==> src/sec_defs.vh <==
`ifndef SEC_DEFS_VH
`define SEC_DEFS_VH

// opcode layout: upper nibble zero, bit 3 ignored, low three bits select
`define SEC_OP_HI_ZERO 4'h0
`define SEC_OP_SET_WRITE_LATCH 3'h6
`define SEC_OP_CLEAR_WRITE_LATCH 3'h4
`define SEC_OP_STATUS_READ 3'h5
`define SEC_OP_STATUS_WRITE 3'h1
`define SEC_OP_ARRAY_READ 3'h3
`define SEC_OP_ARRAY_WRITE 3'h2

// status byte field positions
`define SEC_ST_BUSY 0
`define SEC_ST_WRITE_LATCH 1
`define SEC_ST_BLOCK_PROTECT_LOW 2
`define SEC_ST_BLOCK_PROTECT_HIGH 3
`define SEC_ST_PROTECT_PIN_ENABLE 7
`define SEC_ST_BUSY_VALUE 8'hff

// reset values of the kept status bits
`define SEC_RST_PROTECT_PIN_ENABLE 1'b0
`define SEC_RST_BLOCK_PROTECT 2'h0
`define SEC_RST_WRITE_LATCH 1'b0

// addressing
`define SEC_ADDR_BYTES 2
`define SEC_ADDR_WIDTH 15
`define SEC_PAGE_BITS 6

// timing: internal write cycle
`define SEC_CLK_KHZ 200000
`define SEC_WRITE_CYCLE_MS 5
// 5 ms at 200 MHz, sized to the cycle counter
`define SEC_WRITE_CYCLES 20'hf4240
`define SEC_WRITE_CNT_WIDTH 20

// staging buffer
`define SEC_BUF_DEPTH 2

`endif

==> src/sec_buf.v <==
`include "sec_defs.vh"

module sec_buf #(
    parameter WIDTH = 23,
    parameter DEPTH = `SEC_BUF_DEPTH
) (
    // clock and reset
    input wire clk,
    input wire reset_n,
    // filling side
    input wire in_valid,
    output wire in_ready,
    input wire [WIDTH-1:0] in_data,
    // draining side
    output wire out_valid,
    input wire out_ready,
    output wire [WIDTH-1:0] out_data
);

reg [WIDTH-1:0] mem_q [0:DEPTH-1];
reg [DEPTH-1:0] vld_q;
wire push;
wire pop;
wire [DEPTH-1:0] vld_sh;
wire [DEPTH-1:0] vld_prev;
integer i;

////////////////////////////////////////////////////////////////////////////
// head always sits in entry 0, so outputs come from flops
assign in_ready = ~vld_q[DEPTH-1];
assign out_valid = vld_q[0];
assign out_data = mem_q[0];
assign push = in_valid & in_ready;
assign pop = out_ready & vld_q[0];
assign vld_sh = pop ? (vld_q >> 1) : vld_q;
assign vld_prev = {vld_sh[DEPTH-2:0], 1'b1};

always @(posedge clk or negedge reset_n)
begin
    if (!reset_n)
    begin
        vld_q <= {DEPTH{1'b0}};
        for (i = 0; i < DEPTH; i = i + 1)
            mem_q[i] <= {WIDTH{1'b0}};
    end
    else
    begin
        for (i = 0; i < DEPTH - 1; i = i + 1)
            if (pop)
                mem_q[i] <= mem_q[i + 1];
        vld_q <= vld_sh;
        // new word lands in the lowest free slot
        for (i = 0; i < DEPTH; i = i + 1)
            if (push && !vld_sh[i] && vld_prev[i])
            begin
                mem_q[i] <= in_data;
                vld_q[i] <= 1'b1;
            end
    end
end

endmodule // sec_buf

==> src/sec_core.v <==
`include "sec_defs.vh"

//
// Overview of operation
// Slave only; serial clock is an input.
// All bytes shifted most significant bit first.
// First byte after select is the opcode.
// Unknown opcode: ignore rest, output off.
// Deselected: ignore input, output high impedance.
// Master pauses and resumes while clock low.
// Paused: output off, input ignored.
// Pin low with enable bit: refuse status writes.
// Pin falling while selected aborts status write.
// Enable bit zero: protect pin disregarded.
// Decode set and clear latch opcodes.
// Decode array read and array write opcodes.
// Decode status read and status write opcodes.
// Latch cleared at power up; set before programming.
// Clear latch command disables all programming.
// Status bit 0 shows write cycle busy.
// Status bit 1 shows the write latch.
// Bits 2,3 block protect; bit 7 pin enable.
// Bits 4 to 6 read zero when idle.
// Busy: status reads all ones.
// Busy: only status read is accepted.
// Block protect levels none, quarter, half, all.
// Page write wraps within six address bits.
// Continuous read increments and wraps address.
// Sample input on rise, shift output on fall.
// Write latch cleared when write cycle ends.
// Master polls busy before other commands.
//
module sec_core #(
    parameter ADDR_W = `SEC_ADDR_WIDTH,
    parameter PAGE_W = `SEC_PAGE_BITS,
    parameter CNT_W = `SEC_WRITE_CNT_WIDTH,
    parameter [CNT_W-1:0] WRITE_CYCLES = `SEC_WRITE_CYCLES
) (
    // clock and reset
    input wire clk,
    input wire reset_n,
    // serial link pins
    input wire cs_n,
    input wire sck,
    input wire si,
    output reg so_q,
    output reg so_oe_q,
    input wire hold_n,
    input wire wp_n,
    // array write port
    output wire mem_wr_valid,
    input wire mem_wr_ready,
    output wire [ADDR_W-1:0] mem_wr_addr,
    output wire [7:0] mem_wr_data,
    output reg mem_commit_q,
    // array read port
    output reg [ADDR_W-1:0] mem_rd_addr_q,
    input wire [7:0] mem_rd_data
);

localparam ST_OPC = 7'h01;
localparam ST_ADDR = 7'h02;
localparam ST_WDATA = 7'h04;
localparam ST_RDATA = 7'h08;
localparam ST_SRD = 7'h10;
localparam ST_SWR = 7'h20;
localparam ST_IGN = 7'h40;

////////////////////////////////////////////////////////////////////////////
// functions

function op_match;
    input [7:0] op;
    input [2:0] code;
    begin
        op_match = (op[7:4] == `SEC_OP_HI_ZERO) && (op[2:0] == code);
    end
endfunction

function is_protected;
    input [1:0] level;
    input [ADDR_W-1:0] a;
    begin
        case (level)
            2'h1: is_protected = (a[ADDR_W-1:ADDR_W-2] == 2'h3);
            2'h2: is_protected = a[ADDR_W-1];
            2'h3: is_protected = 1'b1;
            default: is_protected = 1'b0;
        endcase
    end
endfunction

////////////////////////////////////////////////////////////////////////////
// pin synchronisers

// clock sampled as input
reg cs_m_q, cs_s_q, cs_d_q;
reg sck_m_q, sck_s_q, sck_d_q;
reg si_m_q, si_s_q;
reg hold_m_q, hold_s_q;
reg wp_m_q, wp_s_q;

always @(posedge clk or negedge reset_n)
begin
    if (!reset_n)
    begin
        cs_m_q <= 1'b1;
        cs_s_q <= 1'b1;
        cs_d_q <= 1'b1;
        sck_m_q <= 1'b0;
        sck_s_q <= 1'b0;
        sck_d_q <= 1'b0;
        si_m_q <= 1'b0;
        si_s_q <= 1'b0;
        hold_m_q <= 1'b1;
        hold_s_q <= 1'b1;
        wp_m_q <= 1'b1;
        wp_s_q <= 1'b1;
    end
    else
    begin
        cs_m_q <= cs_n;
        cs_s_q <= cs_m_q;
        cs_d_q <= cs_s_q;
        sck_m_q <= sck;
        sck_s_q <= sck_m_q;
        sck_d_q <= sck_s_q;
        si_m_q <= si;
        si_s_q <= si_m_q;
        hold_m_q <= hold_n;
        hold_s_q <= hold_m_q;
        wp_m_q <= wp_n;
        wp_s_q <= wp_m_q;
    end
end

////////////////////////////////////////////////////////////////////////////
// state and events

reg [6:0] state_q;
reg paused_q;
reg [2:0] bit_q;
reg [2:0] tx_bit_q;
reg [6:0] rx_q;
reg [7:0] tx_q;
reg out_act_q;
reg addr_byte_q;
reg rd_mode_q;
reg [15:0] addr_q;
reg got_byte_q;
reg [7:0] sw_data_q;
reg sw_full_q;
reg sw_abort_q;
reg wel_q;
reg protect_pin_enable_q;
reg [1:0] bp_q;
reg busy_q;
reg [CNT_W-1:0] cnt_q;
reg commit_pend_q;
reg in_valid_q;
reg [ADDR_W+7:0] in_data_q;
wire buf_in_ready;

wire sel = ~cs_s_q;
wire cs_fall = cs_d_q & ~cs_s_q;
wire cs_rise = ~cs_d_q & cs_s_q;
// edges count only when not paused
wire live = sel & ~paused_q & ~cs_fall;
// rise samples, fall shifts out
wire sck_rise = live & sck_s_q & ~sck_d_q;
wire sck_fall = live & ~sck_s_q & sck_d_q;
wire [7:0] rx_byte = {rx_q, si_s_q};
wire [15:0] addr_next = {addr_q[7:0], rx_byte};
wire [ADDR_W-1:0] waddr = addr_q[ADDR_W-1:0];
// hardware protection needs enable bit
wire hw_prot = protect_pin_enable_q & ~wp_s_q;
wire out_state = (state_q == ST_SRD) || (state_q == ST_RDATA);
wire shift_in = (state_q == ST_OPC) || (state_q == ST_ADDR) ||
    (state_q == ST_WDATA) || (state_q == ST_SWR);
// status byte
wire [7:0] status = busy_q ? `SEC_ST_BUSY_VALUE :
    {protect_pin_enable_q, 3'h0, bp_q, wel_q, 1'b0};
wire [7:0] tx_src = (state_q == ST_SRD) ? status : mem_rd_data;

always @(posedge clk or negedge reset_n)
begin
    if (!reset_n)
    begin
        state_q <= ST_OPC;
        paused_q <= 1'b0;
        bit_q <= 3'h0;
        tx_bit_q <= 3'h0;
        rx_q <= 7'h00;
        tx_q <= 8'h00;
        out_act_q <= 1'b0;
        so_q <= 1'b0;
        so_oe_q <= 1'b0;
        addr_byte_q <= 1'b0;
        rd_mode_q <= 1'b0;
        addr_q <= 16'h0000;
        mem_rd_addr_q <= {ADDR_W{1'b0}};
        got_byte_q <= 1'b0;
        sw_data_q <= 8'h00;
        sw_full_q <= 1'b0;
        sw_abort_q <= 1'b0;
        // latch cleared at power up
        wel_q <= `SEC_RST_WRITE_LATCH;
        protect_pin_enable_q <= `SEC_RST_PROTECT_PIN_ENABLE;
        bp_q <= `SEC_RST_BLOCK_PROTECT;
        busy_q <= 1'b0;
        cnt_q <= {CNT_W{1'b0}};
        commit_pend_q <= 1'b0;
        mem_commit_q <= 1'b0;
        in_valid_q <= 1'b0;
        in_data_q <= {(ADDR_W + 8){1'b0}};
    end
    else
    begin
        mem_commit_q <= 1'b0;
        // pause state moves only while clock low; deselect clears it
        if (!sel)
            paused_q <= 1'b0;
        else if (!sck_s_q)
            paused_q <= ~hold_s_q;
        // output enabled only when live
        so_oe_q <= sel & ~paused_q & out_act_q & out_state;
        if (in_valid_q && buf_in_ready)
            in_valid_q <= 1'b0;
        // pin falling while selected aborts
        if (sel && state_q == ST_SWR && hw_prot)
            sw_abort_q <= 1'b1;

        // internal write cycle
        if (busy_q)
        begin
            if (cnt_q == {CNT_W{1'b0}})
            begin
                busy_q <= 1'b0;
                // latch cleared at cycle end
                wel_q <= 1'b0;
            end
            else
                cnt_q <= cnt_q - {{(CNT_W-1){1'b0}}, 1'b1};
        end
        if (commit_pend_q && !in_valid_q && !mem_wr_valid)
        begin
            commit_pend_q <= 1'b0;
            mem_commit_q <= 1'b1;
        end

        if (cs_fall)
        begin
            // new frame starts with opcode
            state_q <= ST_OPC;
            bit_q <= 3'h0;
            tx_bit_q <= 3'h0;
            out_act_q <= 1'b0;
            addr_byte_q <= 1'b0;
            got_byte_q <= 1'b0;
            sw_full_q <= 1'b0;
            sw_abort_q <= 1'b0;
        end
        else if (cs_rise)
        begin
            state_q <= ST_OPC;
            out_act_q <= 1'b0;
            // status write commits at deselect
            if (state_q == ST_IGN && sw_full_q && bit_q == 3'h0 &&
                !sw_abort_q && !hw_prot && wel_q && !busy_q)
            begin
                protect_pin_enable_q <= sw_data_q[`SEC_ST_PROTECT_PIN_ENABLE];
                bp_q <= {sw_data_q[`SEC_ST_BLOCK_PROTECT_HIGH],
                    sw_data_q[`SEC_ST_BLOCK_PROTECT_LOW]};
                busy_q <= 1'b1;
                cnt_q <= WRITE_CYCLES;
            end
            if (state_q == ST_WDATA && got_byte_q && bit_q == 3'h0 &&
                wel_q && !busy_q)
            begin
                commit_pend_q <= 1'b1;
                busy_q <= 1'b1;
                cnt_q <= WRITE_CYCLES;
            end
        end
        else
        begin
            // shift in msb first, not when ignoring
            if (sck_rise && state_q != ST_IGN)
            begin
                bit_q <= bit_q + 3'h1;
                rx_q <= rx_byte[6:0];
            end
            if (sck_rise && shift_in && bit_q == 3'h7)
            begin
                case (state_q)
                    ST_OPC:
                    begin
                        state_q <= ST_IGN;
                        // only status read while busy
                        if (busy_q)
                        begin
                            if (op_match(rx_byte, `SEC_OP_STATUS_READ))
                                state_q <= ST_SRD;
                        end
                        // latch set and clear
                        else if (op_match(rx_byte,
                            `SEC_OP_SET_WRITE_LATCH))
                            wel_q <= 1'b1;
                        // clear regardless of pin
                        else if (op_match(rx_byte,
                            `SEC_OP_CLEAR_WRITE_LATCH))
                            wel_q <= 1'b0;
                        // status read and write
                        else if (op_match(rx_byte, `SEC_OP_STATUS_READ))
                            state_q <= ST_SRD;
                        else if (op_match(rx_byte, `SEC_OP_STATUS_WRITE))
                        begin
                            // programming needs the latch
                            if (wel_q)
                                state_q <= ST_SWR;
                        end
                        // array read and write
                        else if (op_match(rx_byte, `SEC_OP_ARRAY_READ))
                        begin
                            state_q <= ST_ADDR;
                            rd_mode_q <= 1'b1;
                        end
                        else if (op_match(rx_byte, `SEC_OP_ARRAY_WRITE))
                        begin
                            if (wel_q)
                            begin
                                state_q <= ST_ADDR;
                                rd_mode_q <= 1'b0;
                            end
                        end
                    end
                    ST_ADDR:
                    begin
                        addr_q <= addr_next;
                        addr_byte_q <= 1'b1;
                        if (addr_byte_q)
                        begin
                            mem_rd_addr_q <= addr_next[ADDR_W-1:0];
                            state_q <= rd_mode_q ? ST_RDATA : ST_WDATA;
                        end
                    end
                    ST_WDATA:
                    begin
                        got_byte_q <= 1'b1;
                        // protected bytes are dropped
                        if (!is_protected(bp_q, waddr))
                        begin
                            in_valid_q <= 1'b1;
                            in_data_q <= {waddr, rx_byte};
                        end
                        // only page bits advance
                        addr_q[PAGE_W-1:0] <= addr_q[PAGE_W-1:0] +
                            {{(PAGE_W-1){1'b0}}, 1'b1};
                    end
                    default:
                    begin
                        sw_data_q <= rx_byte;
                        sw_full_q <= 1'b1;
                        state_q <= ST_IGN;
                    end
                endcase
            end
            // read address increments and wraps
            if (sck_rise && state_q == ST_RDATA && bit_q == 3'h7)
                mem_rd_addr_q <= mem_rd_addr_q + {{(ADDR_W-1){1'b0}}, 1'b1};
            // shift out msb first on fall
            if (sck_fall && out_state)
            begin
                tx_bit_q <= tx_bit_q + 3'h1;
                out_act_q <= 1'b1;
                if (tx_bit_q == 3'h0)
                begin
                    tx_q <= tx_src;
                    so_q <= tx_src[7];
                end
                else
                begin
                    tx_q <= {tx_q[6:0], 1'b0};
                    so_q <= tx_q[6];
                end
            end
        end
    end
end

////////////////////////////////////////////////////////////////////////////
// staging buffer towards the array

sec_buf #(
    .WIDTH(ADDR_W + 8),
    .DEPTH(`SEC_BUF_DEPTH)
) u_buf (
    .clk(clk),
    .reset_n(reset_n),
    .in_valid(in_valid_q),
    .in_ready(buf_in_ready),
    .in_data(in_data_q),
    .out_valid(mem_wr_valid),
    .out_ready(mem_wr_ready),
    .out_data({mem_wr_addr, mem_wr_data})
);

endmodule // sec_core

==> config.mk <==
export PLATFORM = sky130hd
export DESIGN_NAME = sec_core
export DESIGN_NICKNAME = d
export VERILOG_FILES = /design/src/sec_buf.v /design/src/sec_core.v
export VERILOG_INCLUDE_DIRS = /design/src
export SDC_FILE = /design/constraint.sdc
export NUM_CORES = 1
export LEC_CHECK = 0
export BUFFER_PORTS_ARGS = -buffer_cell sky130_fd_sc_hd__buf_2
export CAP_MARGIN = 25
export CORE_ASPECT_RATIO = 0.6
export CORE_MARGIN = 4
export CORE_UTILIZATION = 60
export DETAILED_ROUTE_END_ITERATION = 10
export GPL_ROUTABILITY_DRIVEN = 0
export PLACE_DENSITY_LB_ADDON = 0.08
export REMOVE_ABC_BUFFERS = 1
export SLEW_MARGIN = 20
export SYNTH_ARGS = -nofsm -noshare
export SYNTH_HDL_FRONTEND = slang
export SYNTH_HIERARCHICAL = 1
export SYNTH_SLANG_ARGS = --single-unit
==> constraint.sdc <==
create_clock -name clk -period 6.8 [get_ports clk]
set_input_delay 1.02 -clock clk [delete_from_list [all_inputs] [get_ports clk]]
set_output_delay 1.02 -clock clk [all_outputs]
set_load 0.1 [all_outputs]
Word level (Yosys, flattened, before mapping)
Cells that the tools add are included.
Widths: inputs -> output; s select.

storage, ports and cells
  bits of input ports = 16
  register bits after elaboration = 185
  output and inout bits = 42

cells by class
  equal/unequal tests = 24
  bitwise gates (word level) = 30
  reductions and logical operators = 76
  add/sub/neg operators = 5
  multiplexer cells = 95

operator list
  kind                   number
  $mux 20                6
  $mux 7                 15
  $mux 15                4
  $mux 1                 55
  $mux 23                2
  $logic_and 1x1->1      30
  $reduce_bool 2->1      13
  $pmux 7 s3             1
  $reduce_and 3->1       7
  $logic_not 20->1       1
  $sub 20x1->20 const B  1
  $mux 3                 6
  $not 1->1              17
  $mux 8                 2
  $add 15x1->15 const B  1
  $and 1x1->1            13
  $eq 3x3->1 const B     4
  $pmux 6 s2             1
  $reduce_and 4->1       3
  $reduce_and 11->1      1
  $reduce_and 5->1       2
  $eq 7x1->1 const B     1
  $eq 7x2->1 const B     1
  $eq 7x3->1 const B     1
  25 further kinds       42

Depth between registers and ports, before layout
Gate-level depths: netlist of the first run.

  depth after elaboration = 16
  gate-level depth with buffers = 9
  mapped depth without buffers = 7

Cells and area by module
The synthesis of the first run kept the hierarchy.

modules (own cells, without submodules)
  module    area each (µm²)  instances  cells an instance  seq. area each (µm²)
  sec_core  6595.1           1          633                3313.2
  sec_buf   2244.7           1          156                1201.2

Worst setup path after synthesis of the first run
Ideal clock, no wire load.

  kind = register to register
  from = reg mem_rd_addr_q[0]
  to = reg mem_rd_addr_q[14]
  setup time = 0.126 ns
  path slack = 4.083 ns
  stages on the path, launching flop included = 7
  data arrival time = 2.591 ns
  cells stage by stage = dfrtp_1 > ha_1 > nand3_1 > nor3_1 > nand3_1 > o221a_2 > a311o_1

on the way
  longest elaborated chain between the ends = 2

ends and longest elaborated chain
  element                   line            source
  start: declaration        sec_core.v:57   output reg [ADDR_W-1:0] mem_rd_addr_q,
  start signal: assignment  sec_core.v:201  mem_rd_addr_q <= {ADDR_W{1'b0}};
  start signal: assignment  sec_core.v:343  mem_rd_addr_q <= addr_next[ADDR_W-1:0];
  start signal: assignment  sec_core.v:370  mem_rd_addr_q <= mem_rd_addr_q + {{(ADDR_W-1){1'b0}}, 1'b1};
  $add 15x1->15             sec_core.v:370
  $mux 15                   sec_core.v:369  if (sck_rise && state_q == ST_RDATA && bit_q == 3'h7)

No other way between the ends.
A chain may end at the register's enable or synchronous reset.

Worst setup path in the final report of the first run
  from = reg cs_s_q
  to = reg addr_q[2]

on the way
  longest elaborated chain between the ends = 9

ends and longest elaborated chain
  element                         line                            source
  start: declaration              sec_core.v:97                   reg cs_m_q, cs_s_q, cs_d_q;
  start signal: assignment        sec_core.v:123                  cs_s_q <= cs_m_q;
  $not 1->1                       sec_core.v:164, sec_core.v:165
  $and 1x1->1                     sec_core.v:165                  wire cs_fall = cs_d_q & ~cs_s_q;
  $not 1->1 (no line)             n/a
  $and 1x1->1                     sec_core.v:168                  wire live = sel & ~paused_q & ~cs_fall;
  $and 1x1->1 (2 in a row)        sec_core.v:170                  wire sck_rise = live & sck_s_q & ~sck_d_q;
  $logic_and 1x1->1 (2 in a row)  sec_core.v:293                  if (sck_rise && shift_in && bit_q == 3'h7)
  $reduce_and 4->1 (no line) (*)  n/a
  end signal: assignment          sec_core.v:339                  addr_q <= addr_next;
  end signal: indexed assignment  sec_core.v:357                  addr_q[PAGE_W-1:0] <= addr_q[PAGE_W-1:0] +
  end: declaration                sec_core.v:149                  reg [15:0] addr_q;

Mark *: on every way between the ends. The rest lies on a longest branch, timed or not.

==> summary by stage, run 1 <==
Synth
Summing every instance area after synthesis gives 8840 sq um. Dividing the synthesized area by the synthesized cell count gives 11.2 sq um. The number of enable flip-flop cells after synthesis is 0. Sorting the synthesized cells by area gives the leading types as sky130_fd_sc_hd__dfrtp_1 49%, sky130_fd_sc_hd__mux2_2 9.9%, sky130_fd_sc_hd__mux2_1 5.0%.

The count of distinct cell types in the synthesized netlist is 65. The flip-flop and latch count after synthesis is 180. Counting flops with an async set or reset pin after synthesis yields a share of 100%. The sequential fraction of the synthesis area is 51.1%. Summed over its instances, the top area cell type makes up 48.7% of the synthesized netlist area. The most common cell in the netlist is sky130_fd_sc_hd__dfrtp_1. The biggest area consumer among synthesized cells is sky130_fd_sc_hd__dfrtp_1.

The primary flip-flop cell chosen by synthesis mapping is sky130_fd_sc_hd__dfrtp_1. The cell count after synthesis is 789. Yosys printed 6 warnings. By count the netlist is led by 172 x sky130_fd_sc_hd__dfrtp_1, 78 x sky130_fd_sc_hd__mux2_2, 56 x sky130_fd_sc_hd__nor2_1, 51 x sky130_fd_sc_hd__nand2_1, 40 x sky130_fd_sc_hd__o21ai_0.

STA
The hold slack is 0.351 ns. For the final routed database, the setup TNS stands at 0 ns. Derived from the worst setup path, the maximum achievable clock frequency is 0.305 GHz. After layout, the worst setup slack is 3.52 ns.

The final setup violation count is 0. For the final database, setup skew stands at 0.0136 ns. The shortest period the worst path allows is 3.28 ns. In this run the tightest slew margin relative to its limit is 31.1%. The count of final max-slew check failures came to 0.

At the pin with the least slew margin, the transition time is 1.02 ns. Setup repair after global routing left no endpoint under its margin. The hold violation count in the final report is 0.

The share of the cycle needed by the critical path after routing is 48.3%.

Hold path
The worst min-delay path category is reg2reg.

Layout
The area of all placed cells without fillers is 9680 sq um. The finished layout holds 1023 standard cells, fillers aside. The final layout net count is 841.

Cells with a size suffix above 1 make up 24.5% of the layout. The area added between synthesis and finish is 9.46%. Measured on the finished design, the core utilization comes to 66.9%. The filler cell count in the final layout is 1124. The antenna diode instance count is 0.

Floorplanning
The row count is 34. Once the floorplan was initialized, standard cells occupied 61.1% of the core. The floorplan step defined a core boundary enclosing 14500 sq um.

The floorplan step set the die height to 102 um. In this run the horizontal extent of the chip is 165 um. The floorplan step defined a die boundary enclosing 16800 sq um. During I/O placement, the number of pins put on the boundary was 58.

Setup path
Of all nets on the critical path, the largest fanout is 13. The worst register-to-register path has a depth of 7. The data required time at the worst endpoint is 7.14 ns.

For flop-to-flop paths, the worst setup slack is 3.52 ns. The worst register-to-register path ends at addr_q[2]. The startpoint type of the worst setup path is a register. For the worst setup path, the data arrival time is 3.62 ns. The type of destination of the critical path is a register. The critical path in this run is classified as reg2reg. The most critical setup path has its endpoint at addr_q[2].

The beginning of the worst register-to-register path is cs_s_q. The launching instance or port of the critical path is cs_s_q.

Global routing
The global-route usage over all layers is 24.8%. The initial antenna violation count came to 0. The overflow left after global routing is 0. The global-route wire length before repair is 32400 um. The via count of the first global-routing pass came to 6183.

Entering global routing, the biggest net connects 117 pins.

Clocking
TritonCTS built the clock tree. The tree built by TritonCTS fans out to 180 sinks. The H-tree was split into 4 levels.

The insertion delay of the later-clocked pin in the worst-skew pair is 0.43 ns. The root buffer cell is sky130_fd_sc_hd__clkbuf_16. The number of buffers inserted for hold repair after clock tree synthesis is 0. Post-CTS repair changed the size of 0 cells. The number of buffers inserted during clock tree synthesis is 17. The clock transition at the registers of the reported paths is 0.07 ns. The clock passes through at most 2 buffers. The post-CTS setup repair buffer count is 0.

Placement
Once placement finished, the instance area stood at 9060 sq um. After detailed placement, the design holds a cell count of 992. The count of port buffers added during placement is 57. Prior to clock tree synthesis, the placed netlist has a worst setup slack of 3.64 ns. The estimated wirelength of the detail-placed design is 13800 um.

Power and ir drop
The standby leakage power is 4.74 nW. Across the VDD grid, the largest voltage drop is 0.000170 V. The power density over the cells is 235 nW/um^2.

Total power for the finished layout comes to 2.27 mW.

Routing
In this run the remaining antenna-violating nets after routing total 0. The remaining design rule violation count is 0. The first TritonRoute pass finished after 5 iterations.

The total number of vias is 6342. Dividing the detail-routed via count by the number of cells gives 6.20. Wires add up to 19800 um. The routed length per instance is 19.4 um. For this block, the initial DRC count from the detailed router was 637.

Run
The tool flagged a number of max-cap violations equal to 0.

Status
The run finished with clean final reports.
[worst max-delay path: stages, from the launching register on]
cell and delay (ns):
sky130_fd_sc_hd__dfstp_2 0.61, sky130_fd_sc_hd__inv_1 0.06, sky130_fd_sc_hd__ha_1 0.37, sky130_fd_sc_hd__nor2_2 0.43, sky130_fd_sc_hd__nand4_1 0.42, sky130_fd_sc_hd__nor4b_2 0.89
sky130_fd_sc_hd__o21ai_0 0.20, sky130_fd_sc_hd__a22oi_1 0.20
[report_power, final]
part / total, mW / switching, mW / internal, mW
clock: 1.03 / 0.438 / 0.594
combinational: 0.111 / 0.0702 / 0.0408
sequential: 1.13 / 0.0386 / 1.09
[logic make-up (layout without fill, tap and decap cells)]
family          Yosys count  count (layout)  share of synthesized area (%)
simple gates            245             245                           15.1
flops                   180             180                           51.1
compound gates          133             133                           9.64
mux                     128             128                           16.2
buf+inv                  75             111                           4.73
xor+xnor                 15              15                           1.49
fa+ha+maj                13              13                           1.81
[flip-flops by register name, summed over array words and instances (netlist names), 7 cells and up]
name	count
in_data_q	23
tx_q	7
state_q	7
rx_q	7
mem_rd_addr_q	15
cnt_q	20
u_buf/out_data	23
addr_q	15
u_buf/mem_q	23
[per-layer routing]
metal  GRT usage (%)  vias to the layer above  wire length (um)  share of wire (%)
li1                -                     2897                 -                  -
met1            36.6                     3140              9140                 46
met2            35.9                      273              8580                 43
met3            7.26                       32              1860                9.4
met4            7.22                        0               221                1.1
met5               0                        -                 0                  0
[how the worst min path moves through the flow]
| stage | cells past startpoint | startpoint | to |
|---|---|---|---|
| floorplan | 0 | sck_m_q | sck_s_q |
| global placement | 0 | si_m_q | si_s_q |
| detailed placement | 0 | si_m_q | si_s_q |
| CTS | 0 | si_m_q | si_s_q |
| global route | 0 | si_m_q | si_s_q |
| finish | 0 | si_m_q | si_s_q |
[final cells by class]
type	instances	area (sq um)	share of cell area, %
Multi-Input combinational cell	534	3910	40.4
Timing Repair Buffer	61	324	3.35
Clock inverter	13	171	1.77
Inverter	19	71.3	0.737
Tap cell	198	248	2.56
Clock buffer	18	439	4.54
Sequential cell	180	4510	46.7
[cell usage in the layout (no fill, tap or decap), types with 8 or more instances in the layout]
cell                        netlist  final
sky130_fd_sc_hd__and3_1           8      8
sky130_fd_sc_hd__nand2_1         51     51
sky130_fd_sc_hd__nand2b_1         9      9
sky130_fd_sc_hd__buf_2           13     56
sky130_fd_sc_hd__mux2_1          39     39
sky130_fd_sc_hd__nand3_1         29     29
sky130_fd_sc_hd__xor2_1           9      9
sky130_fd_sc_hd__dfstp_2          8      8
sky130_fd_sc_hd__mux2i_1         11     11
sky130_fd_sc_hd__a21oi_1         30     30
sky130_fd_sc_hd__ha_1            12     12
sky130_fd_sc_hd__dfrtp_1        172    172
sky130_fd_sc_hd__nor3_1          10     10
sky130_fd_sc_hd__nor2_1          56     56
sky130_fd_sc_hd__mux2_2          78     78
sky130_fd_sc_hd__nand4_1         14     14
sky130_fd_sc_hd__o21ai_0         40     40
sky130_fd_sc_hd__a31oi_1         10     10
sky130_fd_sc_hd__inv_1           19     19
sky130_fd_sc_hd__clkbuf_16        0     17
sky130_fd_sc_hd__nor4_1          13     13
No activity file was read; power rests on OpenSTA's default activity.
==> run 2: changes to the inputs <==
Clock period 6.8 ns to 3.1 ns, I/O delays scaled along.
==> run 2 against run 1 <==
- register-to-register slack worse by 3.1 ns
- via count is 0.50% lower
- clock power is 100% higher
- sequential share of layout area shrank 0.18 points
==> summary by stage, run 2 (synthesis gave the netlist of run 1 again) <==
Status
The flow ran to the end, and the final reports show no timing, DRC or antenna violations.

STA
Setup repair after global routing left no endpoint under its margin. The final setup violation count is 0 (unchanged). The hold slack is 0.0833 ns (-0.267 ns).

The achievable frequency was 0.368 GHz (+21%). The shortest period the worst path allows is 2.72 ns (-0.564 ns). The worst slew margin relative to its limit came to 33.6% (+2.4 points). The count of final max-slew check failures was 0 (unchanged). The slew of the pin with the lowest slew margin was 0.986 ns (-0.0363 ns). The smallest setup slack after layout is 0.380 ns (-3.14 ns). The share of the cycle needed by the critical path after routing is 87.7% (+39 points). The hold violation count in the final report is 0 (unchanged).

The clock tree skew after final layout is 0.0118 ns (-0.00179 ns). The aggregate negative setup slack was 0 ns (unchanged).

Layout
In the layout the commonest cells are 172 x sky130_fd_sc_hd__dfrtp_1, 78 x sky130_fd_sc_hd__mux2_2, 56 x sky130_fd_sc_hd__nor2_1, 56 x sky130_fd_sc_hd__buf_2, 51 x sky130_fd_sc_hd__nand2_1. The most common cell after layout, fill and taps aside is sky130_fd_sc_hd__dfrtp_1. The filler-free cell count of the finished design is 1034 (+1.1%).

The final layout net count was 851 (+1.2%). The area growth from synthesis to layout is 9.88%. The area of all placed cells without fillers is 9710 sq um (+0.39%). The antenna diode instance count is 0 (unchanged). The fraction of layout instances using a drive strength above 1 was 25.4% (+0.87 points).

Placement
The number of cells in the design after placement is 1002 (+1.0%). The pre-CTS setup slack came to 0.420 ns (-3.22 ns). The placement-stage cell area was 9150 sq um (+0.97%). The count of port buffers added during placement was 57 (unchanged). The estimated wirelength of the detail-placed design came to 14200 um (+2.9%).

Clocking
The clock net sink count was 180 (unchanged). The CTS tree is built. The count of H-tree levels built during CTS was 4 (unchanged).

The tree is rooted in a sky130_fd_sc_hd__clkbuf_16. The post-CTS setup repair buffer count is 0 (unchanged). The number of buffers inserted for hold repair after clock tree synthesis is 0 (unchanged). The count of instances resized after the clock tree is built is 0 (unchanged). The clock transition at the registers of the reported paths is 0.08 ns (about the same). The number of buffers inserted during clock tree synthesis is 17 (unchanged). The deepest clock path buffer count is 2 (unchanged).

The insertion delay of the later-clocked pin in the worst-skew pair is 0.43 ns (about the same).

Setup path
The arrival time of the worst setup path came to 3.07 ns (-0.55 ns). The critical path in this run is classified as reg2reg. The register-to-register setup slack is 0.38 ns (-3.14 ns). The path depth of the worst reg2reg path is 10 (+3). The startpoint type of the worst setup path is a register. The data required time at the worst endpoint is 3.45 ns (-3.69 ns). The largest fanout on the critical path was 12 (-1). The type of destination of the critical path is a register.

Routing
The total number of vias came to 6310 (-0.50%). The first-pass iteration count of the detailed router is 5 (unchanged). The routed length per instance is 19.3 um (about the same). The remaining design rule violation count was 0 (unchanged). The post-detailed-route count of antenna-violating nets is 0 (unchanged). The via density per instance came to 6.10 (-1.6%). The violation count after the first detailed-routing iteration is 652 (+2.4%). The wire length reported by the detailed router is 20000 um (+1.0%).

Power and ir drop
The design internal power is 3.55 mW (+110%). The combinational group share of total power is 5.2% (+0.3 points). The standby leakage power is 4.77 nW (+0.64%).

The clock power share came to 43.4% (-2.0 points). The worst IR drop on VDD was 0.000448 V (+160%). The fraction of power spent switching nets is 26.1% (+2.0 points). The switching power is 1.25 mW (+130%).

The power density over the cells came to 495 nW/um^2 (+110%). The power share of the sequential group is 51.5% (+1.8 points).

Hold path
The worst min-delay path category is in2async.

Global routing
The via count of the first global-routing pass was 6141 (-0.68%). The overflow left after global routing is 0 (unchanged). The initial antenna violation count is 0 (unchanged). The maximum number of pins on one net before global-route repair is 83 (-29%). The global-route usage over all layers was 25.1% (+0.26 points).

The global-route wire length before repair came to 32900 um (+1.3%).

Floorplanning
The die outline width is 165 um (unchanged). The initial core utilization is 61.1% (unchanged). The placeable core region is 14500 sq um (unchanged).

The number of top-level pins is 58 (unchanged). The height of the die came to 102 um (unchanged). The row count is 34 (unchanged). The total die area is 16800 sq um (unchanged).

Run
The max-capacitance violation count is 0 (unchanged).
run 2: area by class of cell:
| type | count | area [sq um] |
|---|---|---|
| Sequential cell | 180 | 4510 |
| Tap cell | 198 | 248 |
| Clock buffer | 18 | 429 |
| Clock inverter | 14 | 134 |
| Timing Repair Buffer | 71 | 409 |
| Inverter | 19 | 71.3 |
| Multi-Input combinational cell | 534 | 3910 |
| Fill cell | 1117 | 4750 |
run 2: worst paths after layout:
check | endpoint | startpoint
setup / recovery | mem_rd_addr_q[1] | cs_s_q
hold / removal | u_buf/out_data[19] | reset_n
setup reg to reg | mem_rd_addr_q[1] | cs_s_q
hold reg to reg | si_s_q | si_m_q
max in group asynchronous | wp_s_q | reset_n
min in group clk | cs_m_q | cs_n
run 2: critical path, stage by stage, from the launching register on:
cell and delay [ns]:
sky130_fd_sc_hd__dfstp_2 0.62, sky130_fd_sc_hd__inv_1 0.06, sky130_fd_sc_hd__ha_1 0.21, sky130_fd_sc_hd__buf_4 0.18, sky130_fd_sc_hd__nor2_2 0.08, sky130_fd_sc_hd__buf_4 0.18
sky130_fd_sc_hd__nand4_1 0.32, sky130_fd_sc_hd__a21oi_2 0.52, sky130_fd_sc_hd__buf_4 0.26, sky130_fd_sc_hd__nor2_1 0.07, sky130_fd_sc_hd__a31oi_1 0.14
run 2: routing by layer:
layer,global-route usage (%),wire length (um)
met2,36.6,8840
met4,5.05,154
met1,38.0,9300
met5,0,0
met3,6.81,1710
run 2: through the flow:
stage,power [mW],utilization [%]
CTS,4.84,67.2
global route,4.99,67.2
floorplan,2.63,-
finish,4.81,67.2
detailed placement,2.76,63.3
global placement,2.75,63.3
run 2: power groups by stage:
stage | combinational (mW) | sequential, mW | clock, mW
after floorplan | 0.148 | 2.48 | 0
after global placement | 0.242 | 2.51 | 0
after detailed placement | 0.246 | 2.51 | 0
after CTS | 0.249 | 2.47 | 2.12
after global routing | 0.282 | 2.48 | 2.23
final | 0.249 | 2.47 | 2.08
==> run 3: changes to the inputs <==
Settings changed: ABC_AREA set to 1.
==> run 3 against run 2 <==
- register-to-register slack worse by 0.08 ns
- routed wire length up 11%
- via count up 25%
- die area up 5.3%
- final cell count up 38%
- final area up 5.1%
- fmax down 2.9%
- sequential share of layout area down 2.3 points
- combinational power up 49%
- global-route usage up 1.4 points
- clock power up 10%
- largest cell class unchanged
- highest routed layer unchanged
==> summary by stage, run 3 <==
Synth
The top cell type's share of synthesized area was 46.1% (-2.6 points). The biggest area contributor in the post-synthesis netlist is sky130_fd_sc_hd__dfrtp_1. The xor/xnor share of the synthesized area is 1.12% (-0.36 points). The share of cell area taken by muxes after synthesis is 0.121% (-16 points).

The count of warnings emitted by yosys came to 6 (unchanged). The cell count after synthesis is 1181 (+50%). The post-synthesis async set-or-reset flop share is 100% (unchanged).

The adder-cell share of the synthesized area is 1.61% (-0.20 points). The most common cell in the netlist is sky130_fd_sc_hd__nand2_1. The post-synthesis simple-gate area fraction is 31.6% (+16 points).

The commonest cells after synthesis are 379 x sky130_fd_sc_hd__nand2_1, 172 x sky130_fd_sc_hd__dfrtp_1, 123 x sky130_fd_sc_hd__nand3_1, 108 x sky130_fd_sc_hd__inv_1, 81 x sky130_fd_sc_hd__nor2_1. The sequential fraction of the synthesis area came to 48.3% (-2.8 points). The number of enable flip-flop cells after synthesis is 0 (unchanged). The summed instance area of the synthesized netlist was 9340 sq um (+5.7%). The average cell area after synthesis is 7.91 sq um (-29%).

The area fraction in compound gates after synthesis is 8.09% (-1.6 points). By area the synthesized netlist is led by sky130_fd_sc_hd__dfrtp_1 46%, sky130_fd_sc_hd__nand2_1 15%, sky130_fd_sc_hd__nand3_1 6.6%. For this run, the leading register cell type out of synthesis is sky130_fd_sc_hd__dfrtp_1. By area, the combinational part of the netlist is dominated by simple AND/OR/NAND/NOR gates.

The flip-flop and latch count after synthesis is 180 (unchanged). The count of distinct cell types in the synthesized netlist is 47 (-28%).

Clocking
The count of H-tree levels built during CTS is 4 (unchanged). The insertion delay of the later-clocked pin in the worst-skew pair is 0.43 ns (about the same). The number of buffers inserted during clock tree synthesis is 17 (unchanged). The root buffer cell is sky130_fd_sc_hd__clkbuf_16. The count of instances resized after the clock tree is built is 0 (unchanged).

The clock net sink count is 180 (unchanged). The post-CTS setup repair buffer count is 0 (unchanged). The deepest clock path buffer count came to 2 (unchanged). The CTS tree is built. The clock transition at the registers of the reported paths was 0.07 ns (about the same). The number of buffers inserted for hold repair after clock tree synthesis is 0 (unchanged).

Setup path
The slowest stage of the critical path is the sky130_fd_sc_hd__dfstp_2 cell. Traced cell by cell, the critical path runs through inv_1, ha_1, inv_1, nand3_1, inv_1, nand3_1, nand2_1, nand3_2, nand2_1, nand2_1. The type of destination of the critical path is a register. The data required time at the worst endpoint was 3.41 ns (-0.04 ns). STA classifies the critical path startpoint as a register. The arrival time of the worst setup path is 3.11 ns (+0.04 ns). The largest incremental delay on the critical path is 0.57 ns (-0.05 ns). The critical path is of the reg2reg type. The cell family contributing the most delay on the critical path is simple AND/OR/NAND/NOR gates. The sum of buffers and inverters on the critical path is 3 (-1). The largest fanout on the critical path came to 15 (+3).

STA
Setup repair after global routing left no endpoint under its margin. The clock tree skew after final layout is 0.0128 ns (+0.00108 ns). The aggregate negative setup slack is 0 ns (unchanged). The achievable frequency is 0.357 GHz (-2.9%).

The slew of the pin with the lowest slew margin was 0.716 ns (-0.270 ns). The count of final max-slew check failures is 0 (unchanged). The share of the cycle needed by the critical path after routing is 90.4% (+2.6 points).

The shortest period the worst path allows is 2.80 ns (+0.0820 ns). The worst slew margin relative to its limit is 52.3% (+19 points). The hold violation count in the final report is 0 (unchanged). The final setup violation count is 0 (unchanged).

Routing
The via density per instance came to 5.54 (-9.3%). The first-pass iteration count of the detailed router is 5 (unchanged). The post-detailed-route count of antenna-violating nets was 0 (unchanged). The wire length reported by the detailed router came to 22300 um (+11%).

The remaining design rule violation count is 0 (unchanged). The total number of vias is 7901 (+25%). The violation count after the first detailed-routing iteration is 893 (+37%). The routed length per instance was 15.6 um (-19%).

Layout
The antenna diode instance count is 0 (unchanged). The fraction of the core area covered by cells at the end of the flow came to 66.8% (-0.33 points). The area added between synthesis and finish is 9.29%. The fraction of layout instances using a drive strength above 1 is 13.4% (-12 points). The top cell types in the final layout, fill and taps aside, are 379 x sky130_fd_sc_hd__nand2_1, 172 x sky130_fd_sc_hd__dfrtp_1, 123 x sky130_fd_sc_hd__nand3_1. Leaving out fill and tap cells, the most frequent cell in the layout is sky130_fd_sc_hd__nand2_1.

The final layout net count came to 1239 (+46%).

Status
The flow ran to the end, and the final reports show no timing, DRC or antenna violations.

Power and ir drop
The worst IR drop on VDD is 0.000305 V (-32%). The standby leakage power was 5.43 nW (+14%). The power density over the cells came to 500 nW/um^2 (+1.1%).

Floorplanning
The placeable core region is 15300 sq um (+5.7%). The row count came to 35 (+2.9%). The die outline width is 169 um (+2.7%). The height of the die is 105 um (+2.6%).

The number of top-level pins is 58 (unchanged). The total die area came to 17700 sq um (+5.3%). The initial core utilization is 61.1% (about the same).

Placement
The estimated wirelength of the detail-placed design is 15700 um (+10%). The count of port buffers added during placement came to 57 (unchanged).

Global routing
The via count of the first global-routing pass came to 7293 (+19%). The global-route wire length before repair is 38200 um (+16%). The overflow left after global routing is 0 (unchanged). The global-route usage over all layers is 26.4% (+1.4 points). The maximum number of pins on one net before global-route repair is 79 (-4.8%). The initial antenna violation count was 0 (unchanged).

Run
The max-capacitance violation count came to 0 (unchanged).

Hold path
The min-delay analysis places its worst path in the category in2async.
run 3: cell types whose count changed in the layout (fill, tap and decap cells not counted), sizes merged, moves of 19 or more:
cell / change
nand2: +336
mux2: -116
nand3: +97
inv: +91
o21ai: +53
nor2: +31
nand4: +19
run 3: layout make-up:
class / count / area (sq um)
Timing Repair Buffer: 72 / 417
Tap cell: 203 / 254
Inverter: 115 / 432
Fill cell: 1296 / 5070
Clock inverter: 12 / 166
Multi-Input combinational cell: 825 / 3970
Sequential cell: 180 / 4510
Clock buffer: 20 / 457
run 3: worst register-to-register path: stages, from the launching register on:
cell                      delay [ns]
sky130_fd_sc_hd__dfstp_2        0.57
sky130_fd_sc_hd__inv_1          0.08
sky130_fd_sc_hd__ha_1           0.28
sky130_fd_sc_hd__inv_1          0.31
sky130_fd_sc_hd__nand3_1        0.16
sky130_fd_sc_hd__inv_1          0.08
sky130_fd_sc_hd__nand3_1        0.41
sky130_fd_sc_hd__nand2_1        0.28
sky130_fd_sc_hd__nand3_2        0.29
sky130_fd_sc_hd__nand2_1        0.16
sky130_fd_sc_hd__nand2_1        0.07
run 3: power by group:
part           switching (mW)  total [mW]  internal, mW  leakage [nW]
sequential             0.0430        2.44          2.40          2.42
combinational           0.264       0.371         0.107          2.70
clock                   0.961        2.29          1.33         0.304
run 3: final timing paths:
| path | from | end | slack [ns] | cells after the start |
|---|---|---|---|---|
| min reg2reg | sck_m_q | sck_s_q | 0.35 | 0 |
| min in group clk | wp_n | wp_m_q | 0.13 | 1 |
| max | cs_s_q | mem_rd_addr_q[5] | 0.30 | 10 |
| min | reset_n | u_buf/mem_q[18] | 0.06 | 1 |
| max in group asynchronous | reset_n | state_q[0] | 2.20 | 2 |
| max reg2reg | cs_s_q | mem_rd_addr_q[5] | 0.30 | 10 |
run 3: cell families (layout without fill, tap and decap cells):
family          count (synthesis)  count (layout)
xor+xnor                       12              12
flops                         180             180
buf+inv                       176             219
compound gates                132             132
mux                             1               1
simple gates                  668             668
fa+ha+maj                      12              12
run 3: layer usage:
metal / wire, um / global-route usage, % / up-vias / share of wire (%)
li1: - / - / 3841 / -
met1: 11500 / 44.3 / 3757 / 52
met2: 8860 / 35.1 / 279 / 40
met3: 1700 / 5.03 / 24 / 7.6
met4: 227 / 5.51 / 0 / 1.0
met5: 0 / 0 / - / 0
run 3: per-stage QoR:
stage	setup slack (ns)	hold slack (ns)	cells	instance area (sq um)	total power, mW
finish	0.299	0.0587	1427	10200	5.11
global route	0.0184	0.113	1427	10200	5.31
CTS	0.335	0.0958	1427	10200	5.14
detailed placement	0.361	0.343	1395	9590	2.85
global placement	0.509	0.334	1395	9590	2.85
floorplan	0.575	0.169	1120	8920	2.70
